===== src/spm_defines.svh =====
// Purpose: Offsets, reset values and timing counts of the serial port master.
// Assumes: Byte addresses on a 32-bit Avalon-MM slave, one register per word.
// Notes:   Included by bare name; definitions only.
`ifndef SPM_DEFINES_SVH
`define SPM_DEFINES_SVH

////////////////////////////////////////////////////////////////////////////////
// Register byte offsets.
`define SPM_OFF_CTRL   4'h0
`define SPM_OFF_STAT   4'h4
`define SPM_OFF_DATA   4'h8

////////////////////////////////////////////////////////////////////////////////
// Reset values.
`define SPM_CTRL_RESET 8'h00
`define SPM_DATA_RESET 8'h00

////////////////////////////////////////////////////////////////////////////////
// Half serial clock period in system clocks for each rate select code.
// The full divisors are 2, 4, 16 and 32.
`define SPM_HALF_R0    5'h01
`define SPM_HALF_R1    5'h02
`define SPM_HALF_R2    5'h08
`define SPM_HALF_R3    5'h10

// Index of the last serial clock edge in one byte; sixteen edges, two for each of the eight pulses.
`define SPM_LAST_EDGE  4'hf

`endif


===== src/spm_pkg.sv =====
// Purpose: Types shared by the serial port master files.
// Assumes: Nothing beyond plain SystemVerilog.
// Notes:   Field layouts of the control and status registers live here.
package spm_pkg;

  // Control register layout.
  typedef struct packed {
    logic transfer_irq_enable;
    logic port_enable;
    logic unused5;
    logic master_select;
    logic clock_idle_level;
    logic clock_capture_phase;
    logic rate_select_hi;
    logic rate_select_lo;
  } spm_ctrl_t;

  // Status register layout.
  typedef struct packed {
    logic       transfer_done_flag;
    logic       write_collision_flag;
    logic       unused5;
    logic       mode_fault_flag;
    logic [2:0] unused3;
    logic       busy;
  } spm_stat_t;

  // Transfer engine states.
  typedef enum logic [1:0] {
    SPM_IDLE = 2'b01,
    SPM_RUN  = 2'b10
  } spm_state_t;

endpackage


===== src/spm_sync.sv =====
// Purpose: Two flip-flop synchroniser for pins from outside the clock domain.
// Assumes: Inputs are levels that change slower than the clock.
// Notes:   Only the second stage is visible outside.
`timescale 1ns/1ns

module spm_sync #(
  parameter int W = 1
) (
  // Clock and reset.
  input  wire logic         clk_in,
  input  wire logic         nrst_in,
  // Data.
  input  wire logic [W-1:0] d_in,
  input  wire logic [W-1:0] init_in,
  output logic      [W-1:0] q_out
);

  logic [W-1:0] meta_reg;

  always_ff @(posedge clk_in or negedge nrst_in) begin
    if (!nrst_in) begin
      meta_reg <= '0;
      q_out    <= '0;
    end else begin
      meta_reg <= d_in;
      q_out    <= meta_reg;
    end
  end

  // The init port is kept for a uniform interface and holds no reset role.
  logic unused_init;
  assign unused_init = ^init_in;

endmodule


===== src/spm_rate.sv =====
// Purpose: Divides the system clock into half serial clock period ticks.
// Assumes: Run is low between transfers so each byte starts a fresh period.
// Notes:   Tick is a one-cycle enable pulse.
`timescale 1ns/1ns
`include "spm_defines.svh"

module spm_rate (
  // Clock and reset.
  input  wire logic       clk_in,
  input  wire logic       nrst_in,
  // Control.
  input  wire logic       run_in,
  input  wire logic [1:0] sel_in,
  // Enable pulse.
  output logic            tick_out
);

  logic [4:0] cnt_reg;
  logic [4:0] half;

  always_comb begin
    case (sel_in)
      2'h0:    half = `SPM_HALF_R0;
      2'h1:    half = `SPM_HALF_R1;
      2'h2:    half = `SPM_HALF_R2;
      default: half = `SPM_HALF_R3;
    endcase
  end

  always_ff @(posedge clk_in or negedge nrst_in) begin
    if (!nrst_in) begin
      cnt_reg  <= 5'h00;
      tick_out <= 1'b0;
    end else if (!run_in) begin
      cnt_reg  <= 5'h00;
      tick_out <= 1'b0;
    end else if (cnt_reg >= half - 5'h01) begin
      cnt_reg  <= 5'h00;
      tick_out <= 1'b1;
    end else begin
      cnt_reg  <= cnt_reg + 5'h01;
      tick_out <= 1'b0;
    end
  end

endmodule


===== src/spm_master.sv =====
// Purpose: Serial peripheral port in master configuration behind Avalon-MM.
// Assumes: Slave select and master-in are asynchronous pins; mask bit is local.
// Notes:   Each access holds waitrequest high for one cycle before answering.
`timescale 1ns/1ns
`include "spm_defines.svh"

// Summary of operation
// - Bytes move both ways at once, most significant bit first.
// - As master the port makes the serial clock and drives it out.
// - Two rate bits select one of four serial clock rates.
// - Both ends must use the same polarity and phase setting.
// - Select must stay high; master and enable bits hold only then.
// - Master drives master-out and samples master-in.
// - Writing the data register as master starts a transfer.
// - Written byte loads the shift register and leaves most significant first.
// - Completion sets the transfer done flag.
// - Interrupt requested when enabled and the CPU mask bit is clear.
// - Received byte copied to a buffer at completion; data reads return it.
// - Done flag clears after status access while set, then a data read.
// - Data writes ignored while done flag set until status is read.
// - Received bits replace sent bits; one flag marks completion.
// - Polarity sets clock idle level; phase picks the capture edge.
// - Each byte uses exactly eight serial clock pulses.
// - Select low as master sets mode fault, drops enable and master bits.
// - Data write during a transfer is dropped and sets write collision.
module spm_master (
  // Clock and reset.
  input  wire logic        clk_in,
  input  wire logic        nrst_in,
  // Avalon-MM slave.
  input  wire logic [3:0]  avs_address_in,
  input  wire logic        avs_read_in,
  input  wire logic        avs_write_in,
  input  wire logic [31:0] avs_writedata_in,
  output logic      [31:0] avs_readdata_out,
  output logic             avs_waitrequest_out,
  // CPU interrupt mask bit and interrupt request.
  input  wire logic        cpu_irq_mask_in,
  output logic             irq_out,
  // Serial pins.
  input  wire logic        ss_n_in,
  input  wire logic        miso_in,
  output logic             sck_out,
  output logic             sck_oe_out,
  output logic             mosi_out,
  output logic             mosi_oe_out
);

  //////////////////////////////////////////////////////////////////////////////
  // State.
  spm_pkg::spm_ctrl_t  ctrl_reg;
  spm_pkg::spm_stat_t  stat;
  spm_pkg::spm_state_t state_reg;
  logic        done_reg;
  logic        done_arm_reg;
  logic        write_collision_flag_reg;
  logic        write_collision_flag_arm_reg;
  logic        mode_fault_flag_reg;
  logic        mode_fault_flag_arm_reg;
  logic [7:0]  sh_reg;
  logic [7:0]  sh_next;
  logic [7:0]  rxbuf_reg;
  logic [3:0]  edge_reg;
  logic        tick;
  logic        ss_n_s;
  logic        miso_s;
  logic [1:0]  pins_s;

  //////////////////////////////////////////////////////////////////////////////
  // Pin synchronisers and rate divider.
  spm_sync #(.W(2)) u_sync (
    .clk_in  (clk_in),
    .nrst_in (nrst_in),
    .d_in    ({ss_n_in, miso_in}),
    .init_in (2'h0),
    .q_out   (pins_s)
  );
  assign ss_n_s = pins_s[1];
  assign miso_s = pins_s[0];

  spm_rate u_rate (
    .clk_in   (clk_in),
    .nrst_in  (nrst_in),
    .run_in   (state_reg == spm_pkg::SPM_RUN),
    .sel_in   ({ctrl_reg.rate_select_hi, ctrl_reg.rate_select_lo}),
    .tick_out (tick)
  );

  //////////////////////////////////////////////////////////////////////////////
  // Bus slave: one wait cycle, then the access commits.
  function automatic logic hit(input logic [3:0] addr, input logic [3:0] off);
    hit = (addr[3:2] == off[3:2]);
  endfunction

  logic req;
  logic commit;
  logic acc_stat;
  logic wr_ctrl;
  logic wr_data;
  logic rd_data;
  assign req      = avs_read_in | avs_write_in;
  assign commit   = req & ~avs_waitrequest_out;
  assign acc_stat = commit & hit(avs_address_in, `SPM_OFF_STAT);
  assign wr_ctrl  = commit & avs_write_in & hit(avs_address_in, `SPM_OFF_CTRL);
  assign wr_data  = commit & avs_write_in & hit(avs_address_in, `SPM_OFF_DATA);
  assign rd_data  = commit & avs_read_in & hit(avs_address_in, `SPM_OFF_DATA);

  always_comb begin
    stat                      = '0;
    stat.transfer_done_flag   = done_reg;
    stat.write_collision_flag = write_collision_flag_reg;
    stat.mode_fault_flag      = mode_fault_flag_reg;
    stat.busy                 = (state_reg == spm_pkg::SPM_RUN);
  end

  always_ff @(posedge clk_in or negedge nrst_in) begin
    if (!nrst_in) begin
      avs_waitrequest_out <= 1'b1;
    end else begin
      avs_waitrequest_out <= ~(req & avs_waitrequest_out);
    end
  end

  always_ff @(posedge clk_in or negedge nrst_in) begin
    if (!nrst_in) begin
      avs_readdata_out <= 32'h0000_0000;
    end else if (avs_read_in && avs_waitrequest_out) begin
      if (hit(avs_address_in, `SPM_OFF_CTRL)) begin
        avs_readdata_out <= {24'h00_0000, ctrl_reg};
      end else if (hit(avs_address_in, `SPM_OFF_STAT)) begin
        avs_readdata_out <= {24'h00_0000, stat};
      end else if (hit(avs_address_in, `SPM_OFF_DATA)) begin
        avs_readdata_out <= {24'h00_0000, rxbuf_reg};
      end else begin
        avs_readdata_out <= 32'h0000_0000;
      end
    end
  end

  //////////////////////////////////////////////////////////////////////////////
  // Events.
  logic fault;
  logic wr_ok;
  logic start;
  logic sample;
  logic complete;
  assign fault    = ctrl_reg.master_select & ctrl_reg.port_enable & ~ss_n_s;
  assign wr_ok    = wr_data & ~(done_reg & ~done_arm_reg);
  assign start    = wr_ok & (state_reg == spm_pkg::SPM_IDLE) & ctrl_reg.master_select
                    & ctrl_reg.port_enable & ~fault;
  assign sample   = (edge_reg[0] == ctrl_reg.clock_capture_phase);
  assign complete = (state_reg == spm_pkg::SPM_RUN) & tick & ~fault
                    & (edge_reg == `SPM_LAST_EDGE);

  always_comb begin
    sh_next = sample ? {sh_reg[6:0], miso_s} : sh_reg;
  end

  //////////////////////////////////////////////////////////////////////////////
  // Control register.
  always_ff @(posedge clk_in or negedge nrst_in) begin
    if (!nrst_in) begin
      ctrl_reg <= `SPM_CTRL_RESET;
    end else begin
      if (wr_ctrl) begin
        ctrl_reg <= avs_writedata_in[7:0];
        if (mode_fault_flag_reg && !mode_fault_flag_arm_reg) begin
          ctrl_reg.port_enable   <= 1'b0;
          ctrl_reg.master_select <= 1'b0;
        end
      end
      if (fault) begin
        ctrl_reg.port_enable   <= 1'b0;
        ctrl_reg.master_select <= 1'b0;
      end
    end
  end

  //////////////////////////////////////////////////////////////////////////////
  // Status flags; a setting event always wins over a clear.
  always_ff @(posedge clk_in or negedge nrst_in) begin
    if (!nrst_in) begin
      done_reg     <= 1'b0;
      done_arm_reg <= 1'b0;
    end else if (complete) begin
      done_reg     <= 1'b1;
      done_arm_reg <= 1'b0;
    end else if (rd_data && done_arm_reg) begin
      done_reg     <= 1'b0;
      done_arm_reg <= 1'b0;
    end else if (acc_stat && done_reg) begin
      done_arm_reg <= 1'b1;
    end
  end

  always_ff @(posedge clk_in or negedge nrst_in) begin
    if (!nrst_in) begin
      write_collision_flag_reg     <= 1'b0;
      write_collision_flag_arm_reg <= 1'b0;
    end else if (wr_ok && state_reg == spm_pkg::SPM_RUN) begin
      write_collision_flag_reg     <= 1'b1;
      write_collision_flag_arm_reg <= 1'b0;
    end else if ((rd_data || wr_data) && write_collision_flag_arm_reg) begin
      write_collision_flag_reg     <= 1'b0;
      write_collision_flag_arm_reg <= 1'b0;
    end else if (acc_stat && write_collision_flag_reg) begin
      write_collision_flag_arm_reg <= 1'b1;
    end
  end

  always_ff @(posedge clk_in or negedge nrst_in) begin
    if (!nrst_in) begin
      mode_fault_flag_reg     <= 1'b0;
      mode_fault_flag_arm_reg <= 1'b0;
    end else if (fault) begin
      mode_fault_flag_reg     <= 1'b1;
      mode_fault_flag_arm_reg <= 1'b0;
    end else if (wr_ctrl && mode_fault_flag_arm_reg) begin
      mode_fault_flag_reg     <= 1'b0;
      mode_fault_flag_arm_reg <= 1'b0;
    end else if (acc_stat && mode_fault_flag_reg) begin
      mode_fault_flag_arm_reg <= 1'b1;
    end
  end

  //////////////////////////////////////////////////////////////////////////////
  // Transfer engine.
  always_ff @(posedge clk_in or negedge nrst_in) begin
    if (!nrst_in) begin
      state_reg <= spm_pkg::SPM_IDLE;
      edge_reg  <= 4'h0;
      sh_reg    <= `SPM_DATA_RESET;
      sck_out   <= 1'b0;
      mosi_out  <= 1'b0;
      rxbuf_reg <= `SPM_DATA_RESET;
    end else begin
      case (state_reg)
        spm_pkg::SPM_IDLE: begin
          sck_out  <= ctrl_reg.clock_idle_level;
          edge_reg <= 4'h0;
          if (wr_ok) begin
            sh_reg <= avs_writedata_in[7:0];
          end
          if (start) begin
            state_reg <= spm_pkg::SPM_RUN;
            mosi_out  <= avs_writedata_in[7];
          end
        end
        spm_pkg::SPM_RUN: begin
          if (fault) begin
            state_reg <= spm_pkg::SPM_IDLE;
          end else if (tick) begin
            sck_out  <= ~sck_out;
            edge_reg <= edge_reg + 4'h1;
            sh_reg   <= sh_next;
            if (!sample) begin
              mosi_out <= sh_reg[7];
            end
            if (complete) begin
              rxbuf_reg <= sh_next;
              state_reg <= spm_pkg::SPM_IDLE;
            end
          end
        end
        default: begin
          state_reg <= spm_pkg::SPM_IDLE;
        end
      endcase
    end
  end

  //////////////////////////////////////////////////////////////////////////////
  // Pin enables and interrupt.
  always_ff @(posedge clk_in or negedge nrst_in) begin
    if (!nrst_in) begin
      sck_oe_out  <= 1'b0;
      mosi_oe_out <= 1'b0;
    end else begin
      sck_oe_out  <= ctrl_reg.port_enable & ctrl_reg.master_select & ~fault;
      mosi_oe_out <= ctrl_reg.port_enable & ctrl_reg.master_select & ~fault;
    end
  end

  always_ff @(posedge clk_in or negedge nrst_in) begin
    if (!nrst_in) begin
      irq_out <= 1'b0;
    end else begin
      irq_out <= ctrl_reg.transfer_irq_enable & (done_reg | mode_fault_flag_reg) & ~cpu_irq_mask_in;
    end
  end

  //////////////////////////////////////////////////////////////////////////////
  // Checks.
  logic [4:0] tog_reg;
  logic       sck_q_reg;
  logic       run_q_reg;
  always_ff @(posedge clk_in or negedge nrst_in) begin
    if (!nrst_in) begin
      tog_reg   <= 5'h00;
      sck_q_reg <= 1'b0;
      run_q_reg <= 1'b0;
    end else begin
      sck_q_reg <= sck_out;
      run_q_reg <= stat.busy;
      if (start) begin
        tog_reg <= 5'h00;
      end else if ((stat.busy || run_q_reg) && sck_out != sck_q_reg) begin
        tog_reg <= tog_reg + 5'h01;
      end
    end
  end
endmodule


===== config.mk =====
export PLATFORM = sky130hd
export DESIGN_NAME = spm_master
export DESIGN_NICKNAME = d
export VERILOG_FILES = /design/src/spm_pkg.sv /design/src/spm_sync.sv /design/src/spm_rate.sv /design/src/spm_master.sv
export VERILOG_INCLUDE_DIRS = /design/src
export SDC_FILE = /design/constraint.sdc
export NUM_CORES = 1
export LEC_CHECK = 0
export ABC_AREA = 0
export BUFFER_PORTS_ARGS = -buffer_cell sky130_fd_sc_hd__buf_2
export CAP_MARGIN = 20
export CORE_MARGIN = 2
export CORE_UTILIZATION = 52
export CTS_CLUSTER_DIAMETER = 30
export CTS_CLUSTER_SIZE = 28
export DETAILED_ROUTE_END_ITERATION = 8
export PLACE_DENSITY = 0.83
export SETUP_SLACK_MARGIN = 0.2
export SYNTH_ARGS = -nofsm -noshare
export SYNTH_HDL_FRONTEND = slang
export SYNTH_SLANG_ARGS = --single-unit

===== constraint.sdc =====
create_clock -name clk_in -period 3 [get_ports clk_in]
set_clock_uncertainty 0.15 [all_clocks]
set_input_delay 0.15 -clock clk_in [delete_from_list [all_inputs] [get_ports clk_in]]
set_output_delay 0.15 -clock clk_in [all_outputs]
set_load 0.05 [all_outputs]

==> run summary <==
The flow ran to the end, and the final reports show no timing, DRC or antenna violations. The routed length per placed instance came out at 14.57 µm. The worst setup path is captured at a flop.

For the number of routed nets with antenna violations, the log shows 0. The width of the die was 80.09 µm; the leakage dissipation was 1.695 nW. Measured on the finished design, the core utilization comes to 63.01%. The repair_antennas step left the layout with diodes totalling 0. By area, the combinational part of the netlist is dominated by simple AND/OR/NAND/NOR gates. Global routing used 20.76% of the available tracks across all layers.

The area share of fa/ha/maj cells after synthesis was 2.909%. Overall power consumption after layout is estimated at 2.440 mW. By area the synthesized netlist is led by sky130_fd_sc_hd__dfrtp_1, sky130_fd_sc_hd__buf_4, sky130_fd_sc_hd__mux2i_1. The synthesized area came out at 3010 µm². Counting instances in the post-synthesis netlist gives the leading cell types as sky130_fd_sc_hd__dfrtp_1, sky130_fd_sc_hd__nand2_1, sky130_fd_sc_hd__buf_4. Yosys warning count: 0. The standard-cell row count came out at 27. The post-route netlist has 17.24% of its cells at a drive strength greater than 1. Summing all non-filler instances in the final layout gives an area of 3491 µm². For the I/O pin count, the log shows 81. Detailed placement ended at an HPWL of 4.215 mm.

The final worst slack was 0.5060 ns. The run gives 0 as the total count of max-transition violations in the final report. The actual transition at the worst max-transition pin is 0.7028 ns, and the initial DRC count is 193. For the worst-skew pair, the clock arrives at the later sink with an insertion delay of 0.35 ns. The core region is 5540 µm². Primary flip-flop cell chosen by synthesis mapping: sky130_fd_sc_hd__dfrtp_1.

The tools report the number of global-route vias before repair as 2199. The placed instances occupy a cell area of 3128 µm². STA puts the critical path data arrival time at 2.55 ns.

After global routing the overflow that remains totals 0. The logs give 49.13% for the proportion of synthesized chip area in sequential cells and 0 for the number of remaining DRC errors. The clock period could shrink to 2.494 ns.

The die height is 80.09 µm, and the number of sinks driven by the clock tree is 59. Power spread over the standard cell area amounts to 698.9 nW/µm². Setup repair after global routing left no endpoint under its margin. For this configuration, the core starts out at a cell density of 54.34%.

A synthesized cell averages 10.17 µm². The portion of synthesized cell area occupied by the leading cell type was 47.38%. Buffers placed on the I/O ports in this run total 30. The largest area contributor in the synthesized netlist was sky130_fd_sc_hd__dfrtp_1. Of the total synthesized cell area, the portion taken by AND, OR, NAND and NOR gates is 16.96%. Yosys mapped a number of flops with a built-in enable equal to 0.

The share of the cycle needed by the critical path after routing was 83.13%; the worst slack at placement was 0.5138 ns. The parity-gate share of the synthesized area counting xor and xnor cells works out to 2.037%. After filler insertion, the fill cell instance count of the layout stands at 458.

Across the VDD grid, the largest voltage drop is 420.9 µV. Maximum number of pins on one net before global-route repair: 32. The number of detailed-routing iterations run before antenna repair was 4.

The complex-gate fraction of the synthesized area works out to 14.13%. The clock slew at the register clock pins of the worst setup and hold paths was 0.06 ns. The worst hold margin came out at 0.1009 ns. After detailed routing, the total wire length is 6.119 mm. The number of antenna violations at the first check in global routing came out at 0. The post-placement cell count was 390; the share of flip-flops with an asynchronous set or reset was 100.0%. The CTS H-tree depth came out at 3.

TritonCTS created 9 clock buffers. The min-delay analysis places its worst path in the category input pin to flop. Summed over all failing endpoints, the final setup total negative slack is 0 ns. The tool flagged a number of max-cap violations equal to 0.

After synthesis, the netlist uses 48 different library cells. The routed layout has 2240 vias. The synthesized design contains 59 register bits. The growth of design area from synthesis to finish was 15.96%; the clock tree buffer depth was 2. By startpoint and endpoint, the worst setup path is classified as flop to flop. The first global-routing pass estimated 9.984 mm of wire. The most common cell in the netlist is sky130_fd_sc_hd__dfrtp_1.

For this run, the number of standard cells in the final layout without fillers is 420. Based on the critical path, the design can be clocked at up to 0.4010 GHz. TritonCTS built the clock tree. The cell count after synthesis came out at 296. The worst pin sits at a relative slew slack of 53.15%.

Of all nets on the critical path, the largest fanout is 5. The die area is 6414 µm². The portion of netlist area occupied by mux cells is 6.027%. Setup violations remaining at the end of the flow were counted as 0. The cell sitting at the root of the clock tree is a sky130_fd_sc_hd__clkbuf_8. Dividing the detail-routed via count by the number of cells gives 5.333. The number of hold-slack violations in the final timing report is 0, and the worst-case register-to-register setup slack is 0.51 ns. STA classifies the critical path startpoint as a flop. For the routability congestion estimate from global placement, the log shows 0.8568. After the last flow step, the layout net total stands at 393.

STA puts the critical path data required time at 3.05 ns.
-- final cells by class --
class	instances	area [µm²]	share of cell area (%)
clock buffers	14	162.7	4.659
clock inverters	2	60.06	1.720
well taps	72	90.09	2.581
flip-flops and latches	59	1479	42.37
inverters	5	18.77	0.5376
repair buffers	48	320.3	9.176
multi-input cells	220	1360	38.96
-- path summary, 6_finish.rpt --
path	startpoint	end	cells past startpoint
max in group asynchronous	nrst_in	state_reg[0]	3
min in group asynchronous	nrst_in	avs_readdata_out[3]	2
hold reg to reg	u_sync.meta_reg[1]	u_sync.q_out[1]	0
hold / removal	avs_write_in	write_collision_flag_reg	3
setup reg to reg	ctrl_reg[1]	u_rate.cnt_reg[2]	6
setup / recovery	ctrl_reg[1]	u_rate.cnt_reg[2]	6
-- cells in the final DEF (no fill, tap or decap), types with 2 or more instances in the layout --
| cell | count |
|---|---|
| sky130_fd_sc_hd__a2111oi_1 | 3 |
| sky130_fd_sc_hd__a211oi_1 | 2 |
| sky130_fd_sc_hd__a21oi_1 | 16 |
| sky130_fd_sc_hd__a2bb2oi_1 | 8 |
| sky130_fd_sc_hd__a31o_2 | 2 |
| sky130_fd_sc_hd__and2b_1 | 2 |
| sky130_fd_sc_hd__and3_1 | 2 |
| sky130_fd_sc_hd__buf_2 | 30 |
| sky130_fd_sc_hd__buf_4 | 4 |
| sky130_fd_sc_hd__bufinv_16 | 2 |
| sky130_fd_sc_hd__clkbuf_1 | 3 |
| sky130_fd_sc_hd__clkbuf_8 | 11 |
| sky130_fd_sc_hd__conb_1 | 25 |
| sky130_fd_sc_hd__dfrtp_1 | 57 |
| sky130_fd_sc_hd__dfstp_2 | 2 |
| sky130_fd_sc_hd__dlygate4sd3_1 | 14 |
| sky130_fd_sc_hd__ha_1 | 7 |
| sky130_fd_sc_hd__inv_1 | 5 |
| sky130_fd_sc_hd__mux2i_1 | 17 |
| sky130_fd_sc_hd__nand2_1 | 42 |
| sky130_fd_sc_hd__nand2b_1 | 5 |
| sky130_fd_sc_hd__nand3_1 | 7 |
| sky130_fd_sc_hd__nand3b_1 | 3 |
| sky130_fd_sc_hd__nand4_1 | 6 |
| sky130_fd_sc_hd__nor2_1 | 18 |
| sky130_fd_sc_hd__nor2b_1 | 2 |
| sky130_fd_sc_hd__nor3b_1 | 2 |
| sky130_fd_sc_hd__o21ai_0 | 14 |
| sky130_fd_sc_hd__o22ai_1 | 8 |
| sky130_fd_sc_hd__o31ai_1 | 2 |
| sky130_fd_sc_hd__or2_2 | 3 |
| sky130_fd_sc_hd__xnor2_1 | 3 |
| sky130_fd_sc_hd__xor2_1 | 4 |
-- layer usage --
metal  wire (µm)  vias up  global-route usage [%]
met5           0        -                       0
met1        2633     1057                   24.94
met2        2894       76                   32.83
li1            -     1091                       -
met4         162        0                   13.90
met3         429       16                   5.169
-- what timing repair did --
| action | in CTS | in global routing |
|---|---|---|
| hold buffers | 14 | 0 |
| resized for setup | 0 | 0 |
| buffers inserted | 0 | 0 |
| hold endpoints to repair | 42 | 0 |
-- where the power goes --
part	switching, mW	internal (mW)	total, mW
registers	0.119	0.925	1.04
logic	0.376	0.203	0.579
clock network	0.302	0.514	0.817
-- cell families (layout without fill, tap and decap cells) --
| group | after synthesis | count (layout) |
|---|---|---|
| multiplexers | 18 | 18 |
| adder cells (fa/ha/maj) | 7 | 7 |
| AO/OA/AOI/OAI | 63 | 63 |
| flip-flops | 59 | 59 |
| buffers and inverters | 40 | 69 |
| other | 2 | 25 |
| AND/OR/NAND/NOR | 100 | 100 |
| XOR/XNOR | 7 | 7 |
-- worst max-delay path, cell delays in order (launching register included) --
cell                        delay, ns
sky130_fd_sc_hd__dfrtp_1         0.44
sky130_fd_sc_hd__or2_2           0.33
sky130_fd_sc_hd__ha_1            0.26
sky130_fd_sc_hd__nand2b_1        0.14
sky130_fd_sc_hd__a211o_1         0.31
sky130_fd_sc_hd__a31o_2          0.29
sky130_fd_sc_hd__a2111oi_1       0.45
No activity file was read; power rests on OpenSTA's default activity.
